File: config.mk
export PLATFORM = sky130hd
export DESIGN_NAME = prc_power_ctrl
export DESIGN_NICKNAME = d
export VERILOG_FILES = /design/src/rtl/prc_pkg.sv /design/src/rtl/prc_power_ctrl.sv
export VERILOG_INCLUDE_DIRS = /design/src /design/src/rtl
export SDC_FILE = /design/constraint.sdc
export NUM_CORES = 1
export LEC_CHECK = 0
export BUFFER_PORTS_ARGS = -buffer_cell sky130_fd_sc_hd__buf_2
export CAP_MARGIN = 25
export CORE_ASPECT_RATIO = 0.5
export CORE_MARGIN = 10
export CORE_UTILIZATION = 61
export DETAILED_ROUTE_END_ITERATION = 8
export GPL_ROUTABILITY_DRIVEN = 1
export PLACE_DENSITY = 0.83
export SLEW_MARGIN = 20
export SYNTH_ARGS = -nofsm -noshare
export SYNTH_HDL_FRONTEND = slang
export SYNTH_SLANG_ARGS = --single-unit
File: constraint.sdc
create_clock -name clk_in -period 5.35 [get_ports clk_in]
set_clock_uncertainty 0.1 [all_clocks]
set_input_delay 1.605 -clock clk_in [delete_from_list [all_inputs] [get_ports clk_in]]
set_output_delay 1.605 -clock clk_in [all_outputs]
set_load 0.01 [all_outputs]
File: src/rtl/prc_consts.svh
// Constants for the power rail controller: offsets, field positions, settings, timing.
`ifndef PRC_CONSTS_SVH
`define PRC_CONSTS_SVH

// ****************************************************************
// Controller registers on the AXI4-Lite bus (byte offsets) and bus response codes.
// ****************************************************************
`define PRC_CMD_OFS          4'h0
`define PRC_STAT_OFS         4'h4
`define PRC_RESP_OKAY        2'h0
`define PRC_RESP_SLVERR      2'h2

// ****************************************************************
// Device register addresses and fields.
// ****************************************************************
`define PRC_DEV_SUPPLY_ADDR  16'hff02
`define PRC_DEV_MODE_ADDR    16'hff03
`define PRC_BOOST_BIT        0
`define PRC_HALVE_BIT        1
`define PRC_SELECT_BIT       2
`define PRC_POWER_BIT        0
`define PRC_CORE_HEAVY_BIT   2
`define PRC_DISP_HEAVY_BIT   3
`define PRC_CTRL_RESET       4'h0
`define PRC_SUPPLY_OFF       4'h0
`define PRC_SUPPLY_BOOST     4'h1
`define PRC_SUPPLY_BOOSTED   4'h5

// ****************************************************************
// Timing.
// ****************************************************************
`define PRC_CLK_MHZ          50
`define PRC_BOOST_SETTLE_US  1000
`define PRC_LCD_SETTLE_MS    100

`endif

File: src/rtl/prc_pkg.sv
// Types of the power rail controller.
package prc_pkg;

  typedef enum logic [1:0] {
    PRC_IDLE,
    PRC_WAIT_BOOST,
    PRC_WR_MODE
  } prc_state_t;

  typedef struct packed {
    logic        wr;
    logic [15:0] addr;
    logic [3:0]  data;
  } prc_dev_req_t;

  typedef struct packed {
    logic disp_heavy;
    logic core_heavy;
    logic ref_two;
    logic display_on;
  } prc_cmd_t;

  typedef struct packed {
    prc_state_t   st;
    logic [31:0]  cnt;
    logic [31:0]  lcd_cnt;
    logic         lcd_ready;
    prc_cmd_t     cmd;
    logic         pending;
    logic [3:0]   sh_supply;
    logic [3:0]   sh_mode;
    prc_dev_req_t dev;
    logic         sup_meta;
    logic         sup_sync;
    logic         aw_have;
    logic [3:0]   awaddr;
    logic         w_have;
    logic [3:0]   wdata;
    logic         wstrb0;
    logic         bvalid;
    logic [1:0]   bresp;
    logic         rvalid;
    logic [31:0]  rdata;
    logic [1:0]   rresp;
  } prc_regs_t;

endpackage

File: src/rtl/prc_power_ctrl.sv
// Host controller that programs the power rail control bank of the device.
//
// Added by the designer: register access over AXI4-Lite.
`timescale 1ns/1ps
`include "prc_consts.svh"

// Operation
// - The halve bit is always written as zero.
// - Boost and halve are never both one in a write.
// - Boost is written on before the source select is set.
// - At least one millisecond passes between boost on and select on.
// - Boost with boosted source is never set while the supply is high.
// - Display ready is reported only one hundred milliseconds after power on.
// - Heavy-load modes are written only as software requests them.
// - Level-two reference, low supply: boost 1, halve 0, spare 0, select 1.
// - Level-one reference: boost, halve, spare and select all zero.
// - With main supply selected the boost bit is left cleared, except during the boost settle wait.

module prc_power_ctrl
  import prc_pkg::*;
#(
  parameter int BOOST_CYC = `PRC_BOOST_SETTLE_US * `PRC_CLK_MHZ,
  parameter int LCD_CYC   = `PRC_LCD_SETTLE_MS * 1000 * `PRC_CLK_MHZ
) (
  input  wire logic         clk_in,
  input  wire logic         rst_n_in,
  input  wire logic         axi_awvalid_in,
  output logic              axi_awready_out,
  input  wire logic [3:0]   axi_awaddr_in,
  input  wire logic         axi_wvalid_in,
  output logic              axi_wready_out,
  input  wire logic [31:0]  axi_wdata_in,
  input  wire logic [3:0]   axi_wstrb_in,
  output logic              axi_bvalid_out,
  input  wire logic         axi_bready_in,
  output logic [1:0]        axi_bresp_out,
  input  wire logic         axi_arvalid_in,
  output logic              axi_arready_out,
  input  wire logic [3:0]   axi_araddr_in,
  output logic              axi_rvalid_out,
  input  wire logic         axi_rready_in,
  output logic [31:0]       axi_rdata_out,
  output logic [1:0]        axi_rresp_out,
  input  wire logic         supply_high_in,
  output prc_dev_req_t      dev_req_out,
  output logic              display_ready_out
);

  prc_regs_t r;
  prc_regs_t next_r;
  logic      busy;
  logic      boosted;

  function automatic prc_dev_req_t dev_write(input logic [15:0] addr, input logic [3:0] data);
    prc_dev_req_t q;
    q.wr   = 1'b1;
    q.addr = addr;
    q.data = data;
    return q;
  endfunction

  assign busy              = (r.st != PRC_IDLE) || r.pending;
  assign boosted           = (r.sh_supply == `PRC_SUPPLY_BOOSTED);
  assign axi_awready_out   = !r.aw_have && !r.bvalid;
  assign axi_wready_out    = !r.w_have && !r.bvalid;
  assign axi_arready_out   = !r.rvalid;
  assign axi_bvalid_out    = r.bvalid;
  assign axi_bresp_out     = r.bresp;
  assign axi_rvalid_out    = r.rvalid;
  assign axi_rdata_out     = r.rdata;
  assign axi_rresp_out     = r.rresp;
  assign dev_req_out       = r.dev;
  assign display_ready_out = r.lcd_ready;

  // ****************************************************************
  // Next-state logic.
  // ****************************************************************
  always_comb begin
    logic want_boost;
    want_boost = r.cmd.ref_two && !r.sup_sync;
    next_r = r;
    next_r.dev.wr = 1'b0;
    next_r.sup_meta = supply_high_in;
    next_r.sup_sync = r.sup_meta;

    // Display level settle timer.
    if (!r.sh_mode[`PRC_POWER_BIT]) begin
      next_r.lcd_cnt   = 32'h0;
      next_r.lcd_ready = 1'b0;
    end else if (r.lcd_cnt != 32'h0) begin
      next_r.lcd_cnt = r.lcd_cnt - 32'h1;
    end else begin
      next_r.lcd_ready = 1'b1;
    end

    case (r.st)
      PRC_IDLE: begin
        if (r.pending || (r.sh_supply[`PRC_BOOST_BIT] && r.sup_sync)) begin
          next_r.pending = 1'b0;
          if (want_boost && !boosted) begin
            next_r.dev = dev_write(`PRC_DEV_SUPPLY_ADDR, `PRC_SUPPLY_BOOST);
            next_r.cnt = 32'(BOOST_CYC - 1);
            next_r.st  = PRC_WAIT_BOOST;
          end else if (want_boost) begin
            next_r.st = PRC_WR_MODE;
          end else begin
            next_r.dev = dev_write(`PRC_DEV_SUPPLY_ADDR, `PRC_SUPPLY_OFF);
            next_r.st  = PRC_WR_MODE;
          end
        end
      end
      PRC_WAIT_BOOST: begin
        if (!want_boost) begin
          next_r.dev = dev_write(`PRC_DEV_SUPPLY_ADDR, `PRC_SUPPLY_OFF);
          next_r.st  = PRC_WR_MODE;
        end else if (r.cnt == 32'h0) begin
          next_r.dev = dev_write(`PRC_DEV_SUPPLY_ADDR, `PRC_SUPPLY_BOOSTED);
          next_r.st  = PRC_WR_MODE;
        end else begin
          next_r.cnt = r.cnt - 32'h1;
        end
      end
      PRC_WR_MODE: begin
        next_r.dev = dev_write(`PRC_DEV_MODE_ADDR,
                               {r.cmd.disp_heavy, r.cmd.core_heavy, 1'b0, r.cmd.display_on});
        if (r.cmd.display_on && !r.sh_mode[`PRC_POWER_BIT]) begin
          next_r.lcd_cnt   = 32'(LCD_CYC - 1);
          next_r.lcd_ready = 1'b0;
        end
        next_r.st = PRC_IDLE;
      end
      default: begin
        next_r.st = PRC_IDLE;
      end
    endcase

    if (next_r.dev.wr) begin
      if (next_r.dev.addr == `PRC_DEV_SUPPLY_ADDR) begin
        next_r.sh_supply = next_r.dev.data;
      end else begin
        next_r.sh_mode = next_r.dev.data;
      end
    end

    // AXI4-Lite write channels.
    if (axi_awvalid_in && axi_awready_out) begin
      next_r.aw_have = 1'b1;
      next_r.awaddr  = axi_awaddr_in;
    end
    if (axi_wvalid_in && axi_wready_out) begin
      next_r.w_have = 1'b1;
      next_r.wdata  = axi_wdata_in[3:0];
      next_r.wstrb0 = axi_wstrb_in[0];
    end
    if (r.aw_have && r.w_have) begin
      next_r.aw_have = 1'b0;
      next_r.w_have  = 1'b0;
      next_r.bvalid  = 1'b1;
      next_r.bresp   = `PRC_RESP_OKAY;
      if (r.awaddr == `PRC_CMD_OFS) begin
        if (r.wstrb0) begin
          next_r.cmd     = prc_cmd_t'(r.wdata);
          next_r.pending = 1'b1;
        end
      end else if (r.awaddr != `PRC_STAT_OFS) begin
        next_r.bresp = `PRC_RESP_SLVERR;
      end
    end
    if (r.bvalid && axi_bready_in) begin
      next_r.bvalid = 1'b0;
    end

    // AXI4-Lite read channels.
    if (axi_arvalid_in && axi_arready_out) begin
      next_r.rvalid = 1'b1;
      next_r.rresp  = `PRC_RESP_OKAY;
      if (axi_araddr_in == `PRC_CMD_OFS) begin
        next_r.rdata = {28'h0, r.cmd};
      end else if (axi_araddr_in == `PRC_STAT_OFS) begin
        next_r.rdata = {20'h0, r.sh_mode, r.sh_supply, r.sup_sync, r.lcd_ready, boosted, busy};
      end else begin
        next_r.rdata = 32'h0;
        next_r.rresp = `PRC_RESP_SLVERR;
      end
    end
    if (r.rvalid && axi_rready_in) begin
      next_r.rvalid = 1'b0;
    end
  end

  // ****************************************************************
  // State register.
  // ****************************************************************
  always_ff @(posedge clk_in or negedge rst_n_in) begin
    if (!rst_n_in) begin
      r           <= '0;
      r.st        <= PRC_IDLE;
      r.sh_supply <= `PRC_CTRL_RESET;
      r.sh_mode   <= `PRC_CTRL_RESET;
    end else begin
      r <= next_r;
    end
  end

  // ****************************************************************
  // Checks.
  // ****************************************************************
  logic [31:0] boost_age;
  logic [31:0] lcd_age;
  logic        supply_wr;
  logic        mode_wr;
  logic        supply_sel;

  assign supply_wr  = r.dev.wr && (r.dev.addr == `PRC_DEV_SUPPLY_ADDR);
  assign mode_wr    = r.dev.wr && (r.dev.addr == `PRC_DEV_MODE_ADDR);
  assign supply_sel = supply_wr && r.dev.data[`PRC_SELECT_BIT];

  always_ff @(posedge clk_in or negedge rst_n_in) begin
    if (!rst_n_in) begin
      boost_age <= 32'h0;
      lcd_age   <= 32'h0;
    end else begin
      boost_age <= !r.sh_supply[`PRC_BOOST_BIT] ? 32'h0 :
                   (boost_age == 32'hffffffff) ? boost_age : boost_age + 32'h1;
      lcd_age   <= !r.sh_mode[`PRC_POWER_BIT] ? 32'h0 :
                   (lcd_age == 32'hffffffff) ? lcd_age : lcd_age + 32'h1;
    end
  end
endmodule

; ---- After elaboration in Yosys (flattened, before gate mapping)
; Cells that the tools add are included.
[totals]
out_inout_bits = 63
regBits = 152
[classes]
bitwise = 1
add_sub_neg = 2
n_reduce_logical = 37
muxes = 39
eq_ne = 11
[ops]
columns = operator, count
row1 = $mux W32, 4
row2 = $mux W21, 5
row3 = $mux W33, 3
row4 = $pmux W32 S2, 1
row5 = $sub A32 B1 Y32 const B, 2
row6 = $pmux W21 S3, 1
row7 = $mux W35, 1
row8 = $mux W34, 1
row9 = $logic_not A32 Y1, 1
row10 = $reduce_bool A32 Y1, 1
row11 = $mux W12, 2
row12 = $eq A16 B16 Y1 const B, 1
row13 = $mux W2, 7
row14 = $logic_and A1 B1 Y1, 12
row15 = $reduce_bool A2 Y1, 6
row16 = $mux W1, 10
row17 = $eq A4 B3 Y1 const B, 2
row18 = $logic_not A4 Y1, 2
row19 = $ne A2 B2 Y1 const B, 4
row20 = $logic_not A1 Y1, 7
row21 = $mux W6, 1
row22 = $reduce_and A2 Y1, 3
row23 = $mux W5, 1
row24 = $reduce_and A5 Y1, 1
row25 = 10 further kinds, 11

; ---- Logic depth before layout (Yosys ltp)
; Gate-level depths: netlist of the first run.
[logic_depth]
ltp_word = 9
depth_mapped = 9

; ---- Worst setup path after synthesis of the first run
; OpenSTA, ideal clock, no wires.
[synth_timing]
kind = input-to-reg
start = input port axi_araddr_in[1]
end = register r, in the netlist axi_rdata_out[10]
setup_time_ns = 0.068
path_buffers = 1
arrival_time_ns = 2.811
stages = 4
slack_ns = 2.370
cell_sequence = or3_1 > clkbuf_1 > nor3_1 > a22o_1
[synth_via]
elab_chain_cells = 3
word_cells_on_any_way = 4
classes_between = 1 x eq/ne / 2 x mux / 1 x reduce/logical
[synth_rtl]
columns = item, line_no
row1 = "start, declared", prc_power_ctrl.sv:39  ; input wire logic [3:0] axi_araddr_in,
row2 = $eq A4 B3 Y1 (no line), -
row3 = $mux W12, prc_power_ctrl.sv:179  ; end else if (axi_araddr_in == `PRC_STAT_OFS) begin
row4 = $mux W12 *, prc_power_ctrl.sv:177  ; if (axi_araddr_in == `PRC_CMD_OFS) begin
row5 = "end signal, assigned", prc_power_ctrl.sv:201  ; r <= next_r;
row6 = "end, declared", prc_power_ctrl.sv:49  ; prc_regs_t r;
; Mark *: on every way between the ends. The rest lies on a longest branch, timed or not.
; A chain may end at the register's enable or synchronous reset.

==> flow_metrics.py, run 1 <==
metrics = {
    "outcome": {
        "status": "completed",
    },
    "power": {
        "ir_worst_vdd_uv": 409.6,
        "netSwitchingPower_mw": 2.159,
        "leakage_nw": 3.438,
        "seqPwrFrac_pct": 28.3,
        "pwr-share-clk_pct": 24.4,
        "power-per-cell-area_mw_per_mm2": 682.3,
        "internal_power_mw": 2.793,
        "power_frac_comb_pct": 47.3,
        "power_mw": 4.952,
        "swShare_pct": 43.60,
    },
    "worst_setup_path": {
        "cp_max_fo": 25,
        "crit_type": "reg2reg",
        "startpoint_type": "register",
        "cp.required_ns": 5.56,
        "rrSetupSlack_ns": 2.04,
        "endpoint_kind": "register",
        "critPathArrivalTime_ns": 3.52,
    },
    "final_layout": {
        "synthToLayoutAreaGrowth_pct": 10.37,
        "drive_gt1_share_pct": 20.30,
        "nNetsFinal": 702,
        "antenna_cells": 0,
        "seqCellArea_mm2": 0.003253,
        "multi_input_comb_area_mm2": 0.002814,
        "fill_cells": 728,
    },
    "clocking": {
        "postCtsSetupRepairBufs": 0,
        "cts_resized": 0,
        "cts_buffer_depth": 2,
        "cts-root-buf": "clkbuf_16",
        "cts_tree": "yes",
        "holdBufCountCts": 0,
        "cts_made_buffers": 17,
        "htree_num_levels": 4,
        "clock-sinks": 130,
        "clk_latency_ns": 0.42,
        "clk_pin_slew_worst_paths_ns": 0.06,
    },
    "detailed_routing": {
        "wirelength_um": 14310,
        "drtIter0Drc": 292,
        "vias": 4906,
        "via_per_inst": 6.133,
        "firstDrtPassIters": 5,
        "drcViolationCount": 0,
        "wl_per_cell_um": 17.89,
        "ant_nets": 0,
    },
    "sta": {
        "slew_violations": 0,
        "finalSetupViolations": 0,
        "fmax_mhz": 302.1,
        "rsz0062_at_grt": "no",
        "worst_pin_slew_ns": 1.041,
        "tns_ns": 0,
        "relSlewSlack_pct": 30.59,
        "fin_crit_ns": 3.310,
        "final-hold-violation-count": 0,
        "min_period_over_period_pct": 61.87,
    },
    "die": {
        "placementRows": 26,
        "boundaryPins": 115,
        "dieArea_mm2": 0.01559,
        "die_w_um": 166.8,
        "core_mm2": 0.01034,
        "initial_core_util_pct": 63.57,
        "die_h_um": 93.42,
    },
    "synthesis": {
        "synth.avg_cell_area_um2": 10.47,
        "synthTopCellsByArea": "dfrtp_1 49%, buf_4 6.6%, mux2i_1 3.3%",
        "ys_ff_latch": 130,
        "ys_types": 64,
        "yosysWarnings": 0,
        "synth.top_cell.area_share_pct": 49.47,
        "synth_seq_area_share_pct": 49.47,
        "synth_ff_type": "dfrtp_1",
        "synth_edf_count": 0,
        "syn-cell-area_mm2": 0.006576,
        "synthCells": 628,
        "yosysTopAreaCell": "dfrtp_1",
        "synthArstFlopShare_pct": 100.0,
    },
    "grt": {
        "grt_pass1_vias": 4749,
        "grt_overflow": 0,
        "grt_pass1_wl_um": 24000,
        "grt_max_degree": 85,
        "grtUsageTotal_pct": 18.39,
        "antenna_found_initial": 0,
    },
    "place": {
        "portBuffers": 61,
        "hpwl_um": 9184,
        "place_congestion": 0.8997,
    },
    "min_path": {
        "hold_class": "reg2reg",
    },
    "job": {
        "maxCapViolCount": 0,
    },
}
[cells in the mapped netlist (5+ instances only)]
master / instances
o31ai_1: 17
nand2b_1: 18
mux2_2: 14
dfrtp_1: 130
or3_1: 21
nand3_1: 8
a22o_1: 9
or2_2: 6
buf_4: 58
nor2_1: 23
inv_1: 12
nor4_1: 18
nor3_1: 25
or2b_1: 5
o41ai_1: 12
or4_1: 16
and2_1: 11
o211ai_1: 9
mux2i_1: 22
o21ai_0: 16
a21oi_1: 21
nand2_1: 45
clkbuf_1: 25
a31oi_1: 9
o311ai_0: 6
[kinds of logic (layout without fill, tap and decap cells)]
family	after synthesis	after routing	share of synthesized area, %
and+or+nand+nor	231	231	20.55
DFF	130	130	49.47
AOI/OAI and AO/OA	125	125	14.00
buffers and inverters	99	110	9.208
muxes	36	36	5.746
adders and majority gates	3	3	0.5708
xor gates and xnor gates	3	3	0.3996
other	1	22	0.05702
[critical path, stage by stage (launching register included)]
cell and delay [ns]:
dfrtp_1 0.40, or4_1 0.59, or4b_4 0.62, o31ai_4 0.89
o21ai_4 0.30, and2_1 0.27
[through the flow]
stage          utilization (%)  hold WS [ns]  setup WS [ns]  area (um^2)  std cells
2_1_floorplan                -        0.2312          2.370         6655        649
3_3_place_gp             63.98        0.2854          2.029         6619        766
3_5_place_dp             64.03        0.2897          1.981         6624        767
4_1_cts                  69.97        0.3043          2.035         7238        799
5_1_grt                  70.16        0.3173          1.880         7258        800
6_report                 70.16        0.3263          2.040         7258        800
[registers in the layout (all words and copies together), names as in the netlist]
name / cells
r: 91
axi_rvalid_out: 1
axi_rresp_out: 1
next_r: 1
axi_bvalid_out: 1
axi_bresp_out: 1
dev_req_out: 21
display_ready_out: 1
axi_rdata_out: 12
[power groups by stage]
| stage | sequential, mW | clock (mW) | combinational, mW |
|---|---|---|---|
| after global routing | 1.43 | 1.26 | 2.57 |
| after detailed placement | 1.40 | 0 | 2.20 |
| final | 1.40 | 1.21 | 2.34 |
| after global placement | 1.39 | 0 | 2.12 |
| after CTS | 1.39 | 1.21 | 2.29 |
| after floorplan | 1.34 | 0 | 1.81 |
[final timing paths]
check | cells past startpoint | start | to
max in group asynchronous | 2 | rst_n_in | r[109]$_DFF_PN0_
min in group asynchronous | 1 | rst_n_in | r[136]$_DFFE_PN0P_
worst min register to register | 0 | next_r[49]$_DFF_PN0_ | r[49]$_DFF_PN0_
worst min-delay path | 0 | next_r[49]$_DFF_PN0_ | r[49]$_DFF_PN0_
worst max register to register | 5 | r[146]$_DFFE_PN0P_ | dev_req_out[11]$_DFF_PN0_
worst max-delay path | 5 | r[146]$_DFFE_PN0P_ | dev_req_out[11]$_DFF_PN0_
[cells in the final DEF, fill, tap and decap left out, types with 18 or more instances in the layout]
| cell type | instances |
|---|---|
| conb_1 | 22 |
| nor3_1 | 24 |
| mux2i_1 | 22 |
| nor2_1 | 23 |
| nand2b_1 | 18 |
| buf_2 | 61 |
| a21oi_1 | 21 |
| or3_1 | 21 |
| nand2_1 | 45 |
| dfrtp_1 | 130 |
[final cells by class]
cell class                 count  share of cell area (%)
timing repair buffer          66                   4.913
sequential                   130                   44.82
clock inverter                10                   1.793
inverter                      12                  0.6206
clock buffer                  22                   6.671
tap                          140                   2.413
multi-input combinational    420                   38.77
[layer usage]
layer  wire length, um  vias to the layer above  share of wire (%)  track usage, %
met1              6028                     2459                 42           22.34
met5                 0                        -                  0               0
met4               174                        0                1.2           6.177
met2              7311                      142                 51           31.28
li1                  -                     2284                  -               -
met3               795                       21                5.6           5.138
(Power assumes the default switching activity.)
==> run 2, diff against run 1 <==
CORE_UTILIZATION = 51   (was 61)
PLACE_DENSITY = 0.74   (was 0.83)
clock period = 3 ns   (was 5.35 ns; I/O delays follow)
==> run 2 against run 1 <==
  * Count of clock-buffer cells in the layout up 3
  * Critical path depth up 1
  * Combinational power up 92%
  * Maximum frequency up 20%
  * Via count down 1.2%
  * Die area up 16%
  * Global-route usage down 2.6 points
  * Non-clock buffer count up 22
  * Sequential cell count unchanged
  * Routed wire length down 1.9%
  * Core utilization down 12 points
  * Cell count up 6.3%
  * Critical endpoint is now r[121]$_DFFE_PN0P_
  * Largest power group unchanged
  * Highest routed layer unchanged
==> flow_metrics.py, run 2 (synthesis results as in run 1) <==
metrics = {
    "outcome": {
        "status": "completed",
    },
    "power": {
        "netSwitchingPower_mw": 3.759,
        "power_frac_comb_pct": 50.4,
        "pwr-share-clk_pct": 21.8,
        "swShare_pct": 42.10,
        "ir_worst_vdd_uv": 850.9,
        "power_mw": 8.927,
        "power-per-cell-area_mw_per_mm2": 1207,
        "internal_power_mw": 5.168,
        "leakage_nw": 3.510,
        "seqPwrFrac_pct": 27.8,
    },
    "sta": {
        "slew_violations": 0,
        "fin_ws_ns": 0.2473,
        "final-hold-violation-count": 0,
        "finalSetupViolations": 0,
        "worst_pin_slew_ns": 0.6626,
        "fin_crit_ns": 2.753,
        "rsz0062_at_grt": "no",
        "tns_ns": 0,
        "relSlewSlack_pct": 55.42,
        "timing.hold.ws_ns": 0.3240,
        "fmax_mhz": 363.3,
        "min_period_over_period_pct": 91.76,
    },
    "grt": {
        "grt_pass1_vias": 4792,
        "grt_pass1_wl_um": 23980,
        "grtUsageTotal_pct": 15.76,
        "antenna_found_initial": 0,
        "grt_overflow": 0,
        "grt_max_degree": 52,
    },
    "final_layout": {
        "multi_input_comb_area_mm2": 0.002803,
        "layout_commonest_cell": "dfrtp_1",
        "seqCellArea_mm2": 0.003253,
        "drive_gt1_share_pct": 21.91,
        "fin_util_pct": 58.58,
        "fill_cells": 1024,
        "finalNonFillerCells": 850,
        "layout_common_cells": "130 x dfrtp_1, 60 x buf_2, 45 x nand2_1",
        "antenna_cells": 0,
        "fin_area_mm2": 0.007397,
        "largest_reg_flops": 91,
        "regMostFlops": "r",
        "synthToLayoutAreaGrowth_pct": 12.48,
        "nNetsFinal": 724,
    },
    "detailed_routing": {
        "wl_per_cell_um": 16.51,
        "ant_nets": 0,
        "via_per_inst": 5.704,
        "firstDrtPassIters": 5,
        "drcViolationCount": 0,
        "wirelength_um": 14040,
        "drtIter0Drc": 488,
        "vias": 4848,
    },
    "worst_setup_path": {
        "cp_max_fo": 13,
        "worstRegToRegCells": 6,
        "crit_type": "reg2reg",
        "max_stage_delay_ns": 0.62,
        "r2r-start": "r[146]$_DFFE_PN0P_",
        "rrSetupSlack_ns": 0.25,
        "cp_cell_sequence": "or4_1, or4b_4, o31ai_4, buf_4, or3_1, mux2i_1",
        "critPathSlowestCell": "or4b_4",
        "cp.required_ns": 3.24,
        "critPathArrivalTime_ns": 3.00,
        "endpoint_kind": "register",
        "startpoint_type": "register",
        "r2r_end": "r[121]$_DFFE_PN0P_",
    },
    "die": {
        "boundaryPins": 115,
        "die_h_um": 100.3,
        "core_mm2": 0.01263,
        "placementRows": 29,
        "dieArea_mm2": 0.01811,
        "die_w_um": 180.6,
        "initial_core_util_pct": 52.08,
    },
    "place": {
        "hpwl_um": 9720,
        "post-place-cells": 820,
        "portBuffers": 61,
        "dpl_cell_area_mm2": 0.006849,
        "post-place-ws_ns": 0.2850,
        "place_congestion": 0.8498,
    },
    "clocking": {
        "cts_tree": "yes",
        "cts_resized": 0,
        "clock-sinks": 130,
        "cts_made_buffers": 17,
        "clk_pin_slew_worst_paths_ns": 0.06,
        "cts_buffer_depth": 2,
        "holdBufCountCts": 0,
        "htree_num_levels": 4,
        "clk_latency_ns": 0.42,
        "postCtsSetupRepairBufs": 0,
        "cts-root-buf": "clkbuf_16",
    },
    "min_path": {
        "min_from": "next_r[49]$_DFF_PN0_",
        "min_to": "r[49]$_DFF_PN0_",
        "min_path_cells": 0,
        "hold_class": "reg2reg",
    },
    "job": {
        "maxCapViolCount": 0,
    },
}
run 2: cell type report:
cell class | count | share of cell area, %
Inverter | 12 | 0.6089
Clock inverter | 5 | 0.7104
Tap cell | 170 | 2.876
Sequential cell | 130 | 43.98
Timing Repair Buffer | 88 | 7.240
Clock buffer | 25 | 6.698
Multi-Input combinational cell | 420 | 37.89
run 2: worst max-delay path by stage:
stage,startpoint,to,slack [ns],cells after the start
after floorplan,r[86]$_DFF_PN0_,r[86]$_DFF_PN0_,0.43,9
after global placement,r[146]$_DFFE_PN0P_,r[121]$_DFFE_PN0P_,0.31,6
after detailed placement,r[146]$_DFFE_PN0P_,r[121]$_DFFE_PN0P_,0.29,6
after CTS,r[146]$_DFFE_PN0P_,r[121]$_DFFE_PN0P_,0.24,6
after global routing,r[96]$_DFF_PN0_,r[109]$_DFF_PN0_,0.08,5
final,r[146]$_DFFE_PN0P_,r[121]$_DFFE_PN0P_,0.25,6
run 2: power by group through the flow:
stage / Clock [mW] / Sequential, mW / Combinational (mW)
3_5_place_dp: 0 / 2.50 / 4.39
3_3_place_gp: 0 / 2.48 / 4.27
4_1_cts: 1.96 / 2.48 / 4.44
5_1_grt: 2.04 / 2.55 / 5.03
6_report: 1.94 / 2.49 / 4.50
2_1_floorplan: 0 / 2.40 / 3.26
run 2: per-layer routing:
metal,share of wire [%],global-route usage (%),vias to the layer above
li1,-,-,2324
met1,43,18.63,2420
met2,52,27.68,90
met3,4.0,4.488,14
met4,0.98,4.574,0
met5,0,0,-
run 2: critical path: cells and delay by family (launching register included):
family,cells,cell delay (ns)
AO/OA/AOI/OAI,1,0.39
multiplexers,1,0.17
flip-flops,1,0.40
buffers and inverters,1,0.26
AND/OR/NAND/NOR,3,1.35
==> run 3, diff against run 2 <==
CORE_UTILIZATION = 56   (was 51)
PLACE_DENSITY = 0.77   (was 0.74)
TNS_END_PERCENT = 5   (was default)
clock period = 2.82 ns   (was 3 ns; I/O delays follow)
==> run 3 against run 2 <==
  * Count of clock-buffer cells in the layout is 4 lower
  * Cell count shrank 0.94%
  * Critical path type unchanged
  * Sequential power rose by 6%
  * Total power is 8.8% higher
  * Sequential cell count stayed put
  * Core utilization grew 7.9 points
  * Routed wire length shrank 0.77%
  * Die area shrank 7.6%
  * Via count increased by 0.45%
  * Maximum frequency increased by 1.8%
  * Largest power group unchanged
  * Global-route usage is 0.84 points higher
  * Non-clock buffer count rose by 2
==> flow_metrics.py, run 3 (synthesis results as in run 1) <==
metrics = {
    "job": {
        "maxCapViolCount": 0,
    },
    "grt": {
        "antenna_found_initial": 0,
        "grt_max_degree": 48,
        "grt_pass1_vias": 4734,
        "grt_pass1_wl_um": 23590,
        "grt_overflow": 0,
        "grtUsageTotal_pct": 16.60,
    },
    "die": {
        "placementRows": 27,
        "initial_core_util_pct": 58.63,
        "core_mm2": 0.01122,
        "die_h_um": 96.63,
        "die_w_um": 173.3,
        "dieArea_mm2": 0.01674,
        "boundaryPins": 115,
    },
    "sta": {
        "fin_crit_ns": 2.704,
        "finalSetupViolations": 0,
        "fin_ws_ns": 0.1158,
        "final-hold-violation-count": 0,
        "rsz0062_at_grt": "no",
        "min_period_over_period_pct": 95.89,
        "slew_violations": 0,
        "fmax_mhz": 369.8,
        "timing.hold.ws_ns": 0.3093,
        "worst_pin_slew_ns": 0.5918,
        "tns_ns": 0,
        "relSlewSlack_pct": 60.18,
    },
    "detailed_routing": {
        "drcViolationCount": 0,
        "ant_nets": 0,
        "wl_per_cell_um": 16.54,
        "firstDrtPassIters": 6,
        "drtIter0Drc": 415,
        "wirelength_um": 13930,
        "via_per_inst": 5.784,
        "vias": 4870,
    },
    "power": {
        "ir_worst_vdd_uv": 1039,
        "leakage_nw": 3.541,
        "power-per-cell-area_mw_per_mm2": 1303,
    },
    "final_layout": {
        "nNetsFinal": 726,
        "fin_util_pct": 66.43,
        "largest_reg_flops": 91,
        "antenna_cells": 0,
        "regMostFlops": "r",
        "layout_commonest_cell": "dfrtp_1",
        "layout_common_cells": "130 x dfrtp_1, 60 x buf_2, 45 x nand2_1",
        "drive_gt1_share_pct": 22.69,
        "synthToLayoutAreaGrowth_pct": 13.30,
    },
    "min_path": {
        "min_from": "next_r[49]$_DFF_PN0_",
        "hold_class": "reg2reg",
    },
    "worst_setup_path": {
        "r2r-start": "r[146]$_DFFE_PN0P_",
        "critPathLaunch": "r[146]$_DFFE_PN0P_",
        "cp_max_fo": 9,
        "startpoint_type": "register",
        "critPathArrivalTime_ns": 2.94,
        "cp.required_ns": 3.06,
        "endpoint_kind": "register",
        "crit_type": "reg2reg",
    },
    "clocking": {
        "holdBufCountCts": 0,
        "htree_num_levels": 4,
        "clk_pin_slew_worst_paths_ns": 0.06,
        "cts_buffer_depth": 2,
        "clock-sinks": 130,
        "cts-root-buf": "clkbuf_16",
        "cts_made_buffers": 17,
        "clk_latency_ns": 0.42,
        "cts_tree": "yes",
    },
    "place": {
        "hpwl_um": 9457,
        "place_congestion": 0.8494,
        "post-place-ws_ns": 0.07310,
        "portBuffers": 61,
    },
    "outcome": {
        "status": "completed",
    },
}
## run 3: cell types whose count changed in the layout (fill, tap and decap cells not counted), moves of 2 or more
cell / previous run / this run
buf_4: 26 / 28
bufinv_16: 1 / 3
clkbuf_1: 4 / 2
clkbuf_8: 4 / 2
## run 3: final timing paths
kind | to | slack (ns) | depth (start not counted)
min | r[49]$_DFF_PN0_ | 0.31 | 0
min reg2reg | r[49]$_DFF_PN0_ | 0.31 | 0
max in group asynchronous | r[116]$_DFF_PN0_ | 1.67 | 2
max reg2reg | r[121]$_DFFE_PN0P_ | 0.12 | 6
max | r[121]$_DFFE_PN0P_ | 0.12 | 6
min in group asynchronous | r[145]$_DFFE_PN0P_ | 0.32 | 1
## run 3: per-layer routing
layer | wire (um) | up-vias | global-route usage, %
met3 | 560 | 10 | 4.760
met5 | 0 | - | 0
met4 | 131 | 0 | 5.291
li1 | - | 2336 | -
met1 | 6115 | 2434 | 20.62
met2 | 7120 | 90 | 27.42
## run 3: final cells by class
| class | count | area, um^2 |
|---|---|---|
| tap | 159 | 198.9 |
| multi-input combinational | 420 | 2809 |
| sequential | 130 | 3253 |
| clock inverter | 10 | 133.9 |
| timing repair buffer | 90 | 550.5 |
| inverter | 12 | 45.04 |
| fill | 863 | 3765 |
| clock buffer | 21 | 460.4 |
## run 3: worst max-delay path, stage by stage (launching register included)
cell and delay, ns:
dfrtp_1 0.40, or4_1 0.58, or4b_4 0.63, o31ai_4 0.37
buf_4 0.24, or3_1 0.13, mux2i_1 0.18
## run 3: per-stage QoR
stage          cell area [um^2]  total power, mW  std cells
2_1_floorplan              6655            6.019        649
3_3_place_gp               6850            7.313        811
3_5_place_dp               6850            7.415        811
4_1_cts                    7445            9.760        842
5_1_grt                    7451            10.43        842
6_report                   7451            9.709        842
## run 3: timing repair
action	4_1_cts	5_1_grt
buffers inserted	0	0
gates resized for setup	0	1
setup endpoints to repair	0	9
## run 3: power by group
group	switching (mW)	total [mW]	internal (mW)
clock network	0.803	2.23	1.43
logic	2.82	4.84	2.02
registers	0.383	2.64	2.26
